[src/hw/aphp_pkg.sv]
// constants and types for the converter host port
`default_nettype none
package aphp_pkg;
  localparam int RESULT_W = 12;
  localparam int BUS_W = 16;
  localparam int BYTE_W = 8;
  localparam int CLK_NS = 20;
  localparam int CONV_NS = 2700;
  localparam int ACQ_NS = 600;
  // longest time rounds down
  localparam int CONV_CYC = (CONV_NS / CLK_NS) < 1 ? 1 : (CONV_NS / CLK_NS);
  // least time rounds up
  localparam int ACQ_CYC = ((ACQ_NS + CLK_NS - 1) / CLK_NS) < 1 ? 1 :
                           ((ACQ_NS + CLK_NS - 1) / CLK_NS);
  localparam int HI_NIB_LSB = 8;
  localparam int NIB_W = 4;
  localparam int SYNC_W = 3;
  localparam int CS_BIT = 2;
  localparam int RD_BIT = 1;
  localparam int HB_BIT = 0;
  localparam logic [SYNC_W-1:0] SYNC_IDLE = 3'h7;
  localparam logic [BUS_W-1:0] RESET_DATA = 16'h0000;
  typedef enum logic [2:0] {
    APHP_IDLE = 3'b001,
    APHP_CONV = 3'b010,
    APHP_ACQ = 3'b100
  } aphp_state_t;
endpackage : aphp_pkg
`default_nettype wire

[src/hw/aphp_conv_if.sv]
// handshake between the port control and the conversion timer
`default_nettype none
interface aphp_conv_if;
  logic start;
  logic done;
  logic [aphp_pkg::RESULT_W-1:0] sample;
  modport ctrl (output start, input done, input sample);
  modport core (input start, output done, output sample);
endinterface : aphp_conv_if
`default_nettype wire

[src/hw/aphp_conv_core.sv]
// conversion timer: fixed conversion time, result sampled from input
`default_nettype none
module aphp_conv_core
  import aphp_pkg::*;
#(
  parameter int CONV_CYCLES = CONV_CYC
) (
  input wire logic mclk_i,
  input wire logic resetn_i,
  input wire logic [RESULT_W-1:0] analog_code_i,
  aphp_conv_if.core conv
);
  localparam int CW = $clog2(CONV_CYCLES + 1);
  if (CONV_CYCLES < 1) begin : g_bad_conv
    $error("conversion cycles must be at least one");
  end
  logic [CW-1:0] count;
  logic [CW-1:0] next_count;
  logic running;
  logic next_running;
  logic done_r;
  logic next_done;
  logic [RESULT_W-1:0] sample_r;
  logic [RESULT_W-1:0] next_sample;
  always_comb begin
    next_count = count;
    next_running = running;
    next_done = 1'b0;
    next_sample = sample_r;
    if (!running && conv.start) begin
      next_running = 1'b1;
      next_count = CW'(CONV_CYCLES - 1);
      // hold the input at the start
      next_sample = analog_code_i;
    end else if (running) begin
      if (count == '0) begin
        next_running = 1'b0;
        next_done = 1'b1;
      end else begin
        next_count = count - 1'b1;
      end
    end
  end
  always_ff @(posedge mclk_i) begin
    if (!resetn_i) begin
      count <= '0;
      running <= 1'b0;
      done_r <= 1'b0;
      sample_r <= '0;
    end else begin
      count <= next_count;
      running <= next_running;
      done_r <= next_done;
      sample_r <= next_sample;
    end
  end
  assign conv.done = done_r;
  assign conv.sample = sample_r;
endmodule : aphp_conv_core
`default_nettype wire

[src/hw/aphp_host_port.sv]
// host port of a 12-bit sampling converter: start, busy, result readout
// Notes on behaviour
// - start only when byte select, chip select and read all low
// - start requests ignored while a conversion runs
// - busy low for the whole conversion, high otherwise
// - result right-justified in 16-bit word, lsb on lowest output
// - byte select high steers top nibble onto outputs 3..0; a low-byte read returns the whole result on 11..0
// - outputs 11..8 carry top result bits whenever drivers are on; outputs 15..12 always low
// - wait-state start pulls busy low and shows previous result
// - end of conversion updates latches, new result and busy high on the same edge
// - high-byte read starts nothing; bits 11..8 on outputs 3..0, 7..4 low
// - pipelined low read starts conversion and returns previous result
// - two-byte pipelined: high byte first, then low byte starts next
// - conversion ends 2.72 us (136 cycles) after start; 600 ns acquisition follows
`default_nettype none
module aphp_host_port
  import aphp_pkg::*;
#(
  parameter int CONV_CYCLES = CONV_CYC,
  parameter int ACQ_CYCLES = ACQ_CYC
) (
  input wire logic mclk_i,
  input wire logic resetn_i,
  input wire logic chip_select_n_i,
  input wire logic read_n_i,
  input wire logic high_byte_select_i,
  input wire logic [RESULT_W-1:0] analog_code_i,
  output logic busy_n_o,
  output logic [BUS_W-1:0] result_outputs_o,
  output logic [BUS_W-1:0] result_outputs_oe_n_o
);
  localparam int AW = $clog2(ACQ_CYCLES + 1);

  // elaboration checks: values the logic cannot serve
  if (ACQ_CYCLES < 1) begin : g_bad_acq
    $error("acquisition cycles must be at least one");
  end
  if (CONV_CYCLES < 1) begin : g_bad_conv
    $error("conversion cycles must be at least one");
  end
  if (RESULT_W > BUS_W) begin : g_bad_width
    $error("result wider than the data outputs");
  end
  if (HI_NIB_LSB + NIB_W != RESULT_W) begin : g_bad_nibble
    $error("top nibble does not end at the result msb");
  end
  if (NIB_W > BYTE_W) begin : g_bad_byte
    $error("top nibble wider than a byte");
  end

  // pin synchronisers; strobes reset to their idle level
  logic [SYNC_W-1:0] sync1;
  logic [SYNC_W-1:0] sync2;
  logic [SYNC_W-1:0] next_sync1;
  logic [SYNC_W-1:0] next_sync2;
  logic cs_n;
  logic rd_n;
  logic hbs;
  always_comb begin
    next_sync1 = sync1;
    next_sync1[CS_BIT] = chip_select_n_i;
    next_sync1[RD_BIT] = read_n_i;
    next_sync1[HB_BIT] = high_byte_select_i;
    next_sync2 = sync1;
  end
  always_ff @(posedge mclk_i) begin
    if (!resetn_i) begin
      sync1 <= SYNC_IDLE;
      sync2 <= SYNC_IDLE;
    end else begin
      sync1 <= next_sync1;
      sync2 <= next_sync2;
    end
  end
  assign cs_n = sync2[CS_BIT];
  assign rd_n = sync2[RD_BIT];
  assign hbs = sync2[HB_BIT];

  // sampled-input word; the source holds it steady around a start
  logic [RESULT_W-1:0] code_meta;
  logic [RESULT_W-1:0] code_hold;
  logic [RESULT_W-1:0] next_code_meta;
  logic [RESULT_W-1:0] next_code_hold;
  always_comb begin
    next_code_meta = analog_code_i;
    next_code_hold = code_meta;
  end
  always_ff @(posedge mclk_i) begin
    if (!resetn_i) begin
      code_meta <= '0;
      code_hold <= '0;
    end else begin
      code_meta <= next_code_meta;
      code_hold <= next_code_hold;
    end
  end

  aphp_conv_if conv ();
  aphp_conv_core #(
    .CONV_CYCLES(CONV_CYCLES)
  ) u_core (
    .mclk_i(mclk_i),
    .resetn_i(resetn_i),
    .analog_code_i(code_hold),
    .conv(conv.core)
  );

  function automatic logic [BUS_W-1:0] aphp_format(input logic [RESULT_W-1:0] r,
                                                   input logic high);
    logic [BUS_W-1:0] w;
    w = '0;
    // right-justified word
    w[RESULT_W-1:0] = r;
    if (high) begin
      // high byte on the low nibble, 7..4 low
      w[BYTE_W-1:0] = {{(BYTE_W-NIB_W){1'b0}}, r[RESULT_W-1:HI_NIB_LSB]};
    end
    return w;
  endfunction : aphp_format

  aphp_state_t state;
  aphp_state_t next_state;
  logic [AW-1:0] acq_count;
  logic [AW-1:0] next_acq_count;
  logic [RESULT_W-1:0] latch;
  logic [RESULT_W-1:0] next_latch;
  logic access_d;
  logic start_req;
  logic access;
  logic next_busy_n;
  logic [BUS_W-1:0] next_data;
  logic [BUS_W-1:0] next_oe_n;

  assign access = !cs_n && !rd_n;
  // three-way gate; byte select high never starts
  assign start_req = access && !access_d && !hbs;

  always_comb begin
    next_state = state;
    next_acq_count = acq_count;
    next_latch = latch;
    conv.start = 1'b0;
    case (state)
      APHP_IDLE: begin
        // start a conversion; same for pipelined reads
        if (start_req) begin
          conv.start = 1'b1;
          next_state = APHP_CONV;
        end
      end
      APHP_CONV: begin
        if (conv.done) begin
          // latch update and busy release take effect on the same edge
          next_latch = conv.sample;
          next_acq_count = AW'(ACQ_CYCLES - 1);
          next_state = APHP_ACQ;
        end
      end
      APHP_ACQ: begin
        // acquisition gap before the next start
        if (acq_count == '0) begin
          next_state = APHP_IDLE;
        end else begin
          next_acq_count = acq_count - 1'b1;
        end
      end
      default: next_state = APHP_IDLE;
    endcase
  end

  always_comb begin
    // busy low exactly while converting; high otherwise
    next_busy_n = !(next_state == APHP_CONV);
    next_data = aphp_format(next_latch, hbs);
    // top nibble always on the upper outputs
    next_data[RESULT_W-1:HI_NIB_LSB] = next_latch[RESULT_W-1:HI_NIB_LSB];
    next_oe_n = access ? '0 : '1;
  end

  always_ff @(posedge mclk_i) begin
    if (!resetn_i) begin
      state <= APHP_IDLE;
      acq_count <= '0;
      latch <= '0;
      access_d <= 1'b0;
      busy_n_o <= 1'b1;
      result_outputs_o <= RESET_DATA;
      result_outputs_oe_n_o <= '1;
    end else begin
      state <= next_state;
      acq_count <= next_acq_count;
      latch <= next_latch;
      access_d <= access;
      busy_n_o <= next_busy_n;
      result_outputs_o <= next_data;
      result_outputs_oe_n_o <= next_oe_n;
    end
  end
endmodule : aphp_host_port
`default_nettype wire

[config.mk]
export PLATFORM = sky130hd
export DESIGN_NAME = aphp_host_port
export DESIGN_NICKNAME = d
export VERILOG_FILES = /design/src/hw/aphp_pkg.sv /design/src/hw/aphp_conv_if.sv /design/src/hw/aphp_conv_core.sv /design/src/hw/aphp_host_port.sv
export SDC_FILE = /design/constraint.sdc
export NUM_CORES = 1
export LEC_CHECK = 0
export BUFFER_PORTS_ARGS = -buffer_cell sky130_fd_sc_hd__buf_4
export CAP_MARGIN = 30
export CORE_MARGIN = 5
export CORE_UTILIZATION = 60
export CTS_CLUSTER_SIZE = 20
export DETAILED_ROUTE_END_ITERATION = 10
export GPL_ROUTABILITY_DRIVEN = 0
export PLACE_DENSITY_LB_ADDON = 0.3
export SLEW_MARGIN = 20
export SYNTH_ARGS = -nofsm -noshare
export SYNTH_HDL_FRONTEND = slang
export SYNTH_SLANG_ARGS = --single-unit
export TNS_END_PERCENT = 100
[constraint.sdc]
create_clock -name mclk_i -period 4.08 [get_ports mclk_i]
set_clock_uncertainty 0.15 [all_clocks]
set_input_delay 0.612 -clock mclk_i [delete_from_list [all_inputs] [get_ports mclk_i]]
set_output_delay 0.612 -clock mclk_i [all_outputs]
set_load 0.005 [all_outputs]
==> results of run 1 <==
-- cell usage in the layout, fill, tap and decap left out, drive strengths merged, types with 4 or more instances in the layout --
master | Yosys | final
a31oi | 4 | 4
or4 | 5 | 5
nor3 | 8 | 8
nand2 | 6 | 6
mux2i | 14 | 14
conb | 1 | 4
o211ai | 6 | 6
nand2b | 10 | 10
and2 | 25 | 25
buf | 33 | 48
nor3b | 4 | 4
nand3 | 12 | 12
dfxtp | 83 | 83
o21ai | 18 | 18
or4b | 4 | 4
inv | 10 | 12
clkbuf | 9 | 10
nor2 | 17 | 17
a21oi | 15 | 15
o22ai | 5 | 5
-- per-layer routing --
layer	up-vias	global-route usage	wire, microns
li1	1123	-	-
met1	1030	0.225	2650
met2	51	0.270	2460
met3	10	0.0564	339
met4	0	0.0801	90
met5	-	0	0
-- logic make-up after synthesis --
kind of cell             after synthesis  share of synthesized area
AND/OR/NAND/NOR                      103                      0.200
flip-flops                            83                      0.524
AO/OA/AOI/OAI                         63                      0.125
buffers and inverters                 52                     0.0942
multiplexers                          14                     0.0442
adder cells (fa/ha/maj)                3                     0.0118
other                                  1                    0.00118
-- state kept, by name (all words and copies together) (netlist names) --
signal and cells:
u_core.conv.done 1, next_sync2 3, sync2 3, u_core.running 1, busy_n_o 1, access_d 1
result_outputs_o 12, code_meta 12, code_hold 12, u_core.conv.sample 12, u_core.count 8, acq_count 5
result_outputs_oe_n_o 1, latch 8, state 3
-- path summary, 6_finish.rpt --
check                start               to  slack [ns]  depth (start not counted)
max               sync2[0]  u_core.count[6]        2.08                          3
min          next_sync2[2]         sync2[2]        0.27                          1
max reg2reg       sync2[0]  u_core.count[6]        2.08                          3
min reg2reg  next_sync2[2]         sync2[2]        0.27                          1
-- layout make-up --
class	instances	area share
clock buffers	10	0.0384
clock inverters	6	0.0199
inverters	10	0.0105
multi-input cells	187	0.343
flip-flops and latches	83	0.463
well taps	70	0.0244
repair buffers	48	0.101
-- through the flow --
stage	instances	setup slack, ns
final	414	2.08
after global placement	395	1.98
after floorplan	322	2.35
after CTS	414	2.09
after detailed placement	398	2.05
after global routing	414	1.98
-- where the power goes --
group / internal (mW) / switching, mW / leakage [nW]
clock: 0.305 / 0.302 / 0.0995
sequential: 0.823 / 0.00507 / 0.675
combinational: 0.0204 / 0.0226 / 0.672
==> metrics.md, run 1 <==
| Metric | Value |
|---|---|
| Result of the run | `finished clean` |
| GRT overflow | `0` |
| Worst Path Arrival | `between 2 and 2.5 ns` |
| Worst Tran Pin Value | `approximately 0.7 ns` |
| Sequential area share after synthesis | `0.524` |
| FFs w/ async S/R, synth | `0` |
| Vias in the first global route | `a little under 2000` |
| TritonCTS clock tree | `yes` |
| Overall power | `approximately 1.5 mW` |
| CP bufs+invs | `0` |
| Largest net degree at the start of global routing | `44` |
| Worst hold path type | `reg2reg` |
| Relative slew slack | `0.534` |
| FF/Latch Area | `1660 sq um` |
| Critical Path Sink Type | `register` |
| # port buffers | `45` |
| CTS Root Cell | `clkbuf_8` |
| HPWL after detailed placement | `3.67 mm` |
| Main synth FF type | `dfxtp_1` |
| Final Critical Period | `roughly 2 ns` |
| Antenna diodes | `0` |
| Final setup viols | `0` |
| Req. time, crit path | `4.18 ns` |
| Final Hold Vio Count | `0` |
| Final Core Density | `0.703` |
| Yosys top cell by area | `dfxtp_1` |
| Core area | `5110 sq um` |
| H-tree Lvls | `3` |
| Die X | `approximately 83 microns` |
| Leak pwr | `1.45 nW` |
| Clk_lat worst skew | `0.35 ns` |
| Area delta synth->final | `13.1%` |
| CTS Sinks | `a little over 80` |
| Layout net count | `between 300 and 400` |
| Cell variety after synth | `44` |
| CTS Hold Bufs | `0` |
| Final instance area | `3590 sq um` |
| Warnings from Yosys | `0` |
| Initial DRC count | `100` |
| Critical-path cell list | `or4b_1 > o21ai_1 > o21ba_1` |
| Routed len/inst | `~13 microns` |
| First-pass GRT wire length | `9.00 mm` |
| Total Wirelength | `5.54 mm` |
| Path type of the worst setup path | `reg2reg` |
| Initial antenna violation count | `0` |
| Crit-path max FO | `18` |
| Critical path's top delay family | `simple AND/OR/NAND/NOR gates` |
| Initial Util | `0.621` |
| Post-DRT Antenna Nets | `0` |
| Max-slew violation count | `0` |
| Gr usage total | `0.176` |
| Die H | `between 80 and 90 microns` |
| Die area | `6840 sq um` |
| Post-CTS Setup Bufs | `0` |
| DR DRC count | `0` |
| CTS Buf Count | `9` |
| Fin crit share | `0.489` |
| Post-Syn Area | `3170 sq um` |
| Most common cell in the netlist | `dfxtp_1` |
| Share of the synthesized area in the top cell type | `0.524` |
| CTS resizes | `0` |
| # fillers | `391` |
| RSZ-0062 raised after global routing | `false` |
| Post-synth EDFFs | `0` |
| # rows | `26` |
| Syn Inst Count | `319` |
| Flops & latches, synth | `83` |
| Pre-Repair DR Iteration Count | `4` |
| Worst vdd ir | `just under 0.3 mV` |
| Hold WS | `0.266 ns` |
| Slowest cell on the critical path | `or4b_1` |
| Worst Setup Start Kind | `register` |
| Area of the multi-input gates | `1230 sq um` |
| Max Root-Sink Buffers | `2` |
| Synth cell count leaders | `83 x dfxtp_1, 25 x and2_1, 23 x buf_4, 17 x nor2_1` |
| Ports | `50` |
| PwrDens | `412 nW/um^2` |
| Synth top area cells | `dfxtp_1 52%, buf_4 5.4%, and2_1 4.9%` |
| Crit-path max cell delay | `0.89 ns` |
| Peak Freq | `501 MHz` |
| Vias | `2214` |
| Final setup TNS | `0 ns` |
| Via-to-Cell Ratio | `5.35` |
| Clk slew on worst S/H paths | `0.08 ns` |
| Max cap viols | `0` |
| Syn avg cell area | `around 9.9 sq um` |
| Post-DP Area | `3380 sq um` |
| Fraction of layout cells with a size suffix above 1 | `0.203` |
No activity file was read; power rests on OpenSTA's default activity.
==> run 2: changes to the inputs <==
- CORE_UTILIZATION: 60 -> 55
- clock period: 4.08 -> 1.9 ns (I/O delays scaled with it)
==> run 2 against run 1 <==
  * Setup slack worse by 2.0 ns
  * First-iteration DRC count shrank 36%
  * Highest routed layer unchanged
  * Total power is 120% higher
  * Global-route usage down 1.1 points
  * Design area is 6.5% higher
  * Sequential power up 110%
  * Hold slack worse by 0.061 ns
  * Routed wire length is 5.4% higher
  * Critical path type unchanged
  * Final cell count rose by 5.8%
  * Flip-flop and latch count is the same
  * Non-clock buffer count rose by 22
  * Combinational power rose to 3.0 times the previous value
==> metrics.md, run 2 (same netlist as run 1, synthesis figures left out) <==
| Metric | Value |
|---|---|
| Max cap viols | `0` |
| Result of the run | `finished clean` |
| PwrDens | `836 nW/um^2` |
| Routed len/inst | `13.3 microns` |
| RSZ-0062 raised after global routing | `false` |
| Leak pwr | `1.56 nW` |
| Critical Path Sink Type | `register` |
| Path type of the worst setup path | `reg2reg` |
| Vias in the first global route | `2110` |
| Crit-path max FO | `4` |
| Clk_lat worst skew | `0.35 ns` |
| Die area | `7390 sq um` |
| Fraction of layout cells with a size suffix above 1 | `0.219` |
| FF/Latch Area | `1660 sq um` |
| Final Hold Vio Count | `0` |
| HPWL after detailed placement | `between 3 and 4 mm` |
| Largest net degree at the start of global routing | `43` |
| Vias | `about 2300` |
| Antenna diodes | `0` |
| Worst Path Arrival | `1.93 ns` |
| # fillers | `437` |
| H-tree Lvls | `3` |
| Initial DRC count | `64` |
| CTS Buf Count | `9` |
| Core area | `5540 sq um` |
| Gr usage total | `0.165` |
| Area delta synth->final | `20.4%` |
| DR DRC count | `0` |
| Initial antenna violation count | `0` |
| Pre-Repair DR Iteration Count | `4` |
| Final instance area | `3820 sq um` |
| First-pass GRT wire length | `9.56 mm` |
| Critical-path cell list | `inv_2 > ha_1 > or4b_1 > or4_1 > a31oi_1` |
| # rows | `27` |
| Most common cell after layout, fill and taps aside | `dfxtp_1` |
| Worst vdd ir | `0.467 mV` |
| Total Wirelength | `a little under 6 mm` |
| Fin crit share | `0.949` |
| Clk slew on worst S/H paths | `about 0.090 ns` |
| Pre-CTS setup slack | `-0.0609 ns` |
| # port buffers | `45` |
| CTS Sinks | `83` |
| Overall power | `3.20 mW` |
| Ports | `50` |
| Die H | `86.0 microns` |
| Die X | `between 80 and 90 microns` |
| Worst hold path type | `in2reg` |
| Max-slew violation count | `0` |
| Final Critical Period | `1.80 ns` |
| Layout net count | `about 380` |
| Peak Freq | `555 MHz` |
| Final setup viols | `0` |
| Crit-path max cell delay | `0.45 ns` |
| Post-DRT Antenna Nets | `0` |
| GRT overflow | `0` |
| Area of the multi-input gates | `1250 sq um` |
| Via-to-Cell Ratio | `roughly 5.2` |
| Final Core Density | `0.690` |
| TritonCTS clock tree | `yes` |
| Worst Setup Start Kind | `register` |
| Initial Util | `0.573` |
| Commonest cells after routing, fill and taps aside | `83 x dfxtp_1, 54 x buf_4, 25 x and2_1, 17 x nor2_1` |
| CTS Root Cell | `clkbuf_8` |
| Req. time, crit path | `2.03 ns` |
| Post-DP Area | `3440 sq um` |
| Final WS setup | `0.0973 ns` |
| Slowest cell on the critical path | `or4b_1` |
| Max Root-Sink Buffers | `2` |
## run 2: what timing repair did
action / CTS / global route
endpoints found under the setup margin: 2 / 3
hold buffers: 15 / 0
pin swaps: 0 / 0
buffers inserted: 0 / 0
resized for setup: 2 / 2
endpoints found under the hold margin: 15 / 0
## run 2: stage by stage
stage	hold slack (ns)	instances	setup TNS, ns
3_5_place_dp	0.241	407	-0.0609
4_1_cts	0.196	438	0
6_report	0.205	438	0
3_3_place_gp	0.239	407	0
5_1_grt	0.220	438	0
2_1_floorplan	0.236	322	0
## run 2: final cells by class
| class | count | share of cell area |
|---|---|---|
| flip-flops and latches | 83 | 0.435 |
| multi-input cells | 187 | 0.327 |
| repair buffers | 70 | 0.151 |
| clock buffers | 9 | 0.0324 |
| well taps | 72 | 0.0236 |
| clock inverters | 7 | 0.0219 |
| inverters | 10 | 0.00982 |
## run 2: path summary, 6_finish.rpt
kind                            cells past startpoint                   to  slack, ns     startpoint
worst max-delay path                                5         acq_count[4]        0.1   acq_count[0]
worst min-delay path                                3  result_outputs_o[8]       0.21       resetn_i
worst max register to register                      5         acq_count[4]        0.1   acq_count[0]
worst min register to register                      1             sync2[1]       0.26  next_sync2[1]
## run 2: power breakdown
part / total, mW / switching, mW / internal, mW
Combinational: 0.128 / 0.0581 / 0.0695
Clock: 1.29 / 0.662 / 0.629
Sequential: 1.78 / 0.00847 / 1.77
## run 2: per-layer routing
layer  vias up  wire length, microns  GRT usage
met5         -                     0          0
met4         0                   136     0.0906
met3        11                   337     0.0375
met2        55                  2680      0.266
met1      1026                  2700      0.203
li1       1181                     -          -
## run 2: worst max-delay path: cells and delay by family, from the launching register on
| kind | cells | cell delay, ns |
|---|---|---|
| AOI/OAI and AO/OA | 1 | 0.17 |
| adders and majority gates | 1 | 0.16 |
| buffers and inverters | 1 | 0.08 |
| DFF | 1 | 0.33 |
| and+or+nand+nor | 2 | 0.86 |
==> run 3: changes to the inputs <==
- CORE_UTILIZATION: 55 -> 45
==> run 3 against run 2 <==
  * Total power is 2.5% lower
  * Register-to-register slack barely moved
  * First-iteration DRC count increased by 73%
  * Maximum frequency fell by 0.28%
  * Critical path depth unchanged
  * Setup slack worse by 0.0050 ns
  * Critical path type unchanged
  * Highest routed layer unchanged
==> metrics.md, run 3 (same netlist as run 1, synthesis figures left out) <==
| Metric | Value |
|---|---|
| Peak Freq | `approximately 550 MHz` |
| M1 wire length | `2.76 mm` |
| Antenna diodes | `0` |
| Overall power | `3.12 mW` |
| Max Root-Sink Buffers | `2` |
| Worst Path Arrival | `approximately 1.9 ns` |
| Leak pwr | `1.55 nW` |
| First-pass GRT wire length | `10.2 mm` |
| Ports | `50` |
| Hold Path Cell Cnt | `2` |
| CTS Root Cell | `clkbuf_8` |
| HPWL after detailed placement | `4.08 mm` |
| Critical path's top delay family | `simple AND/OR/NAND/NOR gates` |
| Initial antenna violation count | `0` |
| Vias in the first global route | `2193` |
| Hold path startpoint | `resetn_i` |
| Result of the run | `finished clean` |
| Critical-path cell list | `inv_2 > ha_1 > nor4b_2 > nor3b_1 > o311a_1` |
| Die area | `8830 sq um` |
| Pre-Repair DR Iteration Count | `4` |
| Commonest cells after routing, fill and taps aside | `81 x dfxtp_1, 53 x buf_4, 25 x and2_1, 17 x nor2_1` |
| Initial DRC count | `111` |
| WL met3 | `262 microns` |
| Max-slew violation count | `0` |
| DR DRC count | `0` |
| Worst Tran Pin Value | `between 0.6 and 0.7 ns` |
| Fin crit share | `0.951` |
| Top Layer Used | `met4` |
| Clk_lat worst skew | `about 0.35 ns` |
| # port buffers | `45` |
| # rows | `30` |
| CTS Buf Count | `9` |
| Most common cell after layout, fill and taps aside | `dfxtp_1` |
| Initial Util | `0.464` |
| H-tree Lvls | `3` |
| Routed len/inst | `13.1 microns` |
| PwrDens | `810 nW/um^2` |
| Core area | `6830 sq um` |
| Vias | `2309` |
| TritonCTS clock tree | `yes` |
| Worst R2R Path Depth | `5` |
| DR WL met2 | `2.91 mm` |
| Slowest cell on the critical path | `nor4b_2` |
| Worst hold path type | `in2reg` |
| RSZ-0062 raised after global routing | `false` |
| Number of cells after detailed placement | `430` |
| Final setup viols | `0` |
| Layout net count | `between 300 and 400` |
| Via-to-Cell Ratio | `5.01` |
| Relative slew slack | `0.553` |
| Path type of the worst setup path | `reg2reg` |
| Req. time, crit path | `2.00 ns` |
| Final Hold Vio Count | `0` |
| CP bufs+invs | `1` |
| Final Critical Period | `1.81 ns` |
| Register-to-register setup slack | `0.09 ns` |
| Post-DRT Antenna Nets | `0` |
| Clk slew on worst S/H paths | `0.09 ns` |
| Die X | `94.0 microns` |
| Area delta synth->final | `21.3%` |
| Fraction of layout cells with a size suffix above 1 | `0.236` |
| Total Wirelength | `just over 6 mm` |
| Gr usage total | `0.146` |
| Critical Path Sink Type | `register` |
| Final Core Density | `0.563` |
| Die H | `94.0 microns` |
| Worst vdd ir | `0.379 mV` |
| Hold EP | `sync2[2]` |
| R2r endpoint | `acq_count[3]` |
| GRT overflow | `0` |
| Crit-path max FO | `8` |
| CTS Sinks | `83` |
| Largest net degree at the start of global routing | `29` |
| Levels on crit path | `5` |
| Fin cells | `461` |
| Critical R2R Launch | `acq_count[0]` |
| Max cap viols | `0` |
| Worst Setup Start Kind | `register` |
| Crit-path max cell delay | `between 0.5 and 0.6 ns` |
==> run 3: cell types whose count changed in the layout (fill, tap and decap cells not counted), sizes merged <==
cell      change
bufinv        -1
clkinvlp      +1
clkinv        -2
buf           -1
inv           +2
==> run 3: area by class of cell <==
| cell class | count | area [sq um] |
|---|---|---|
| Fill cell | 611 | 2980 |
| Sequential cell | 83 | 1660 |
| Multi-Input combinational cell | 187 | 1260 |
| Timing Repair Buffer | 69 | 568 |
| Clock buffer | 9 | 124 |
| Tap cell | 96 | 120 |
| Clock inverter | 7 | 68.8 |
| Inverter | 10 | 37.5 |
==> run 3: how the worst max path moves through the flow <==
| stage | startpoint | to | slack, ns |
|---|---|---|---|
| after floorplan | acq_count[0] | acq_count[4] | 0.17 |
| after global placement | u_core.count[0] | u_core.count[1] | 0.11 |
| after detailed placement | u_core.count[0] | u_core.count[1] | -0.007 |
| after CTS | acq_count[0] | acq_count[4] | 0.06 |
| after global routing | acq_count[0] | acq_count[3] | 0.01 |
| final | acq_count[0] | acq_count[3] | 0.09 |
==> run 3: power breakdown <==
| part | internal [mW] | switching (mW) | leakage, nW |
|---|---|---|---|
| Combinational | 0.0696 | 0.0584 | 0.777 |
| Sequential | 1.77 | 0.00897 | 0.676 |
| Clock | 0.515 | 0.696 | 0.0937 |
| Total | 2.35 | 0.763 | 1.55 |
==> run 3: worst reg2reg max path, delay by kind of cell, from the launching register on <==
kind	cells	cell delay [ns]
simple gates	2	0.68
flops	1	0.34
compound gates	1	0.30
fa+ha+maj	1	0.16
buf+inv	1	0.07
==> run 3: repair_timing <==
| item | in CTS | in global routing |
|---|---|---|
| hold buffers | 15 | 0 |
| setup endpoints to repair | 1 | 5 |
| setup buffers | 0 | 0 |
| gates resized for setup | 1 | 10 |
| hold endpoints to repair | 15 | 0 |
| pin swaps | 0 | 1 |
==> run 3: through the flow <==
stage                TNS, ns  setup slack, ns  hold slack [ns]  cell area (sq um)
finish                     0           0.0923            0.115               3850
global route               0           0.0119            0.105               3850
CTS                        0           0.0608           0.0990               3810
detailed placement  -0.00673         -0.00673            0.252               3470
global placement           0            0.112            0.243               3470
floorplan                  0            0.166            0.236               3180
==> run 3: per-layer routing <==
layer | vias up | GRT usage
met5 | - | 0
met4 | 0 | 0.0734
met3 | 12 | 0.0353
met2 | 52 | 0.232
met1 | 1070 | 0.184
li1 | 1175 | -
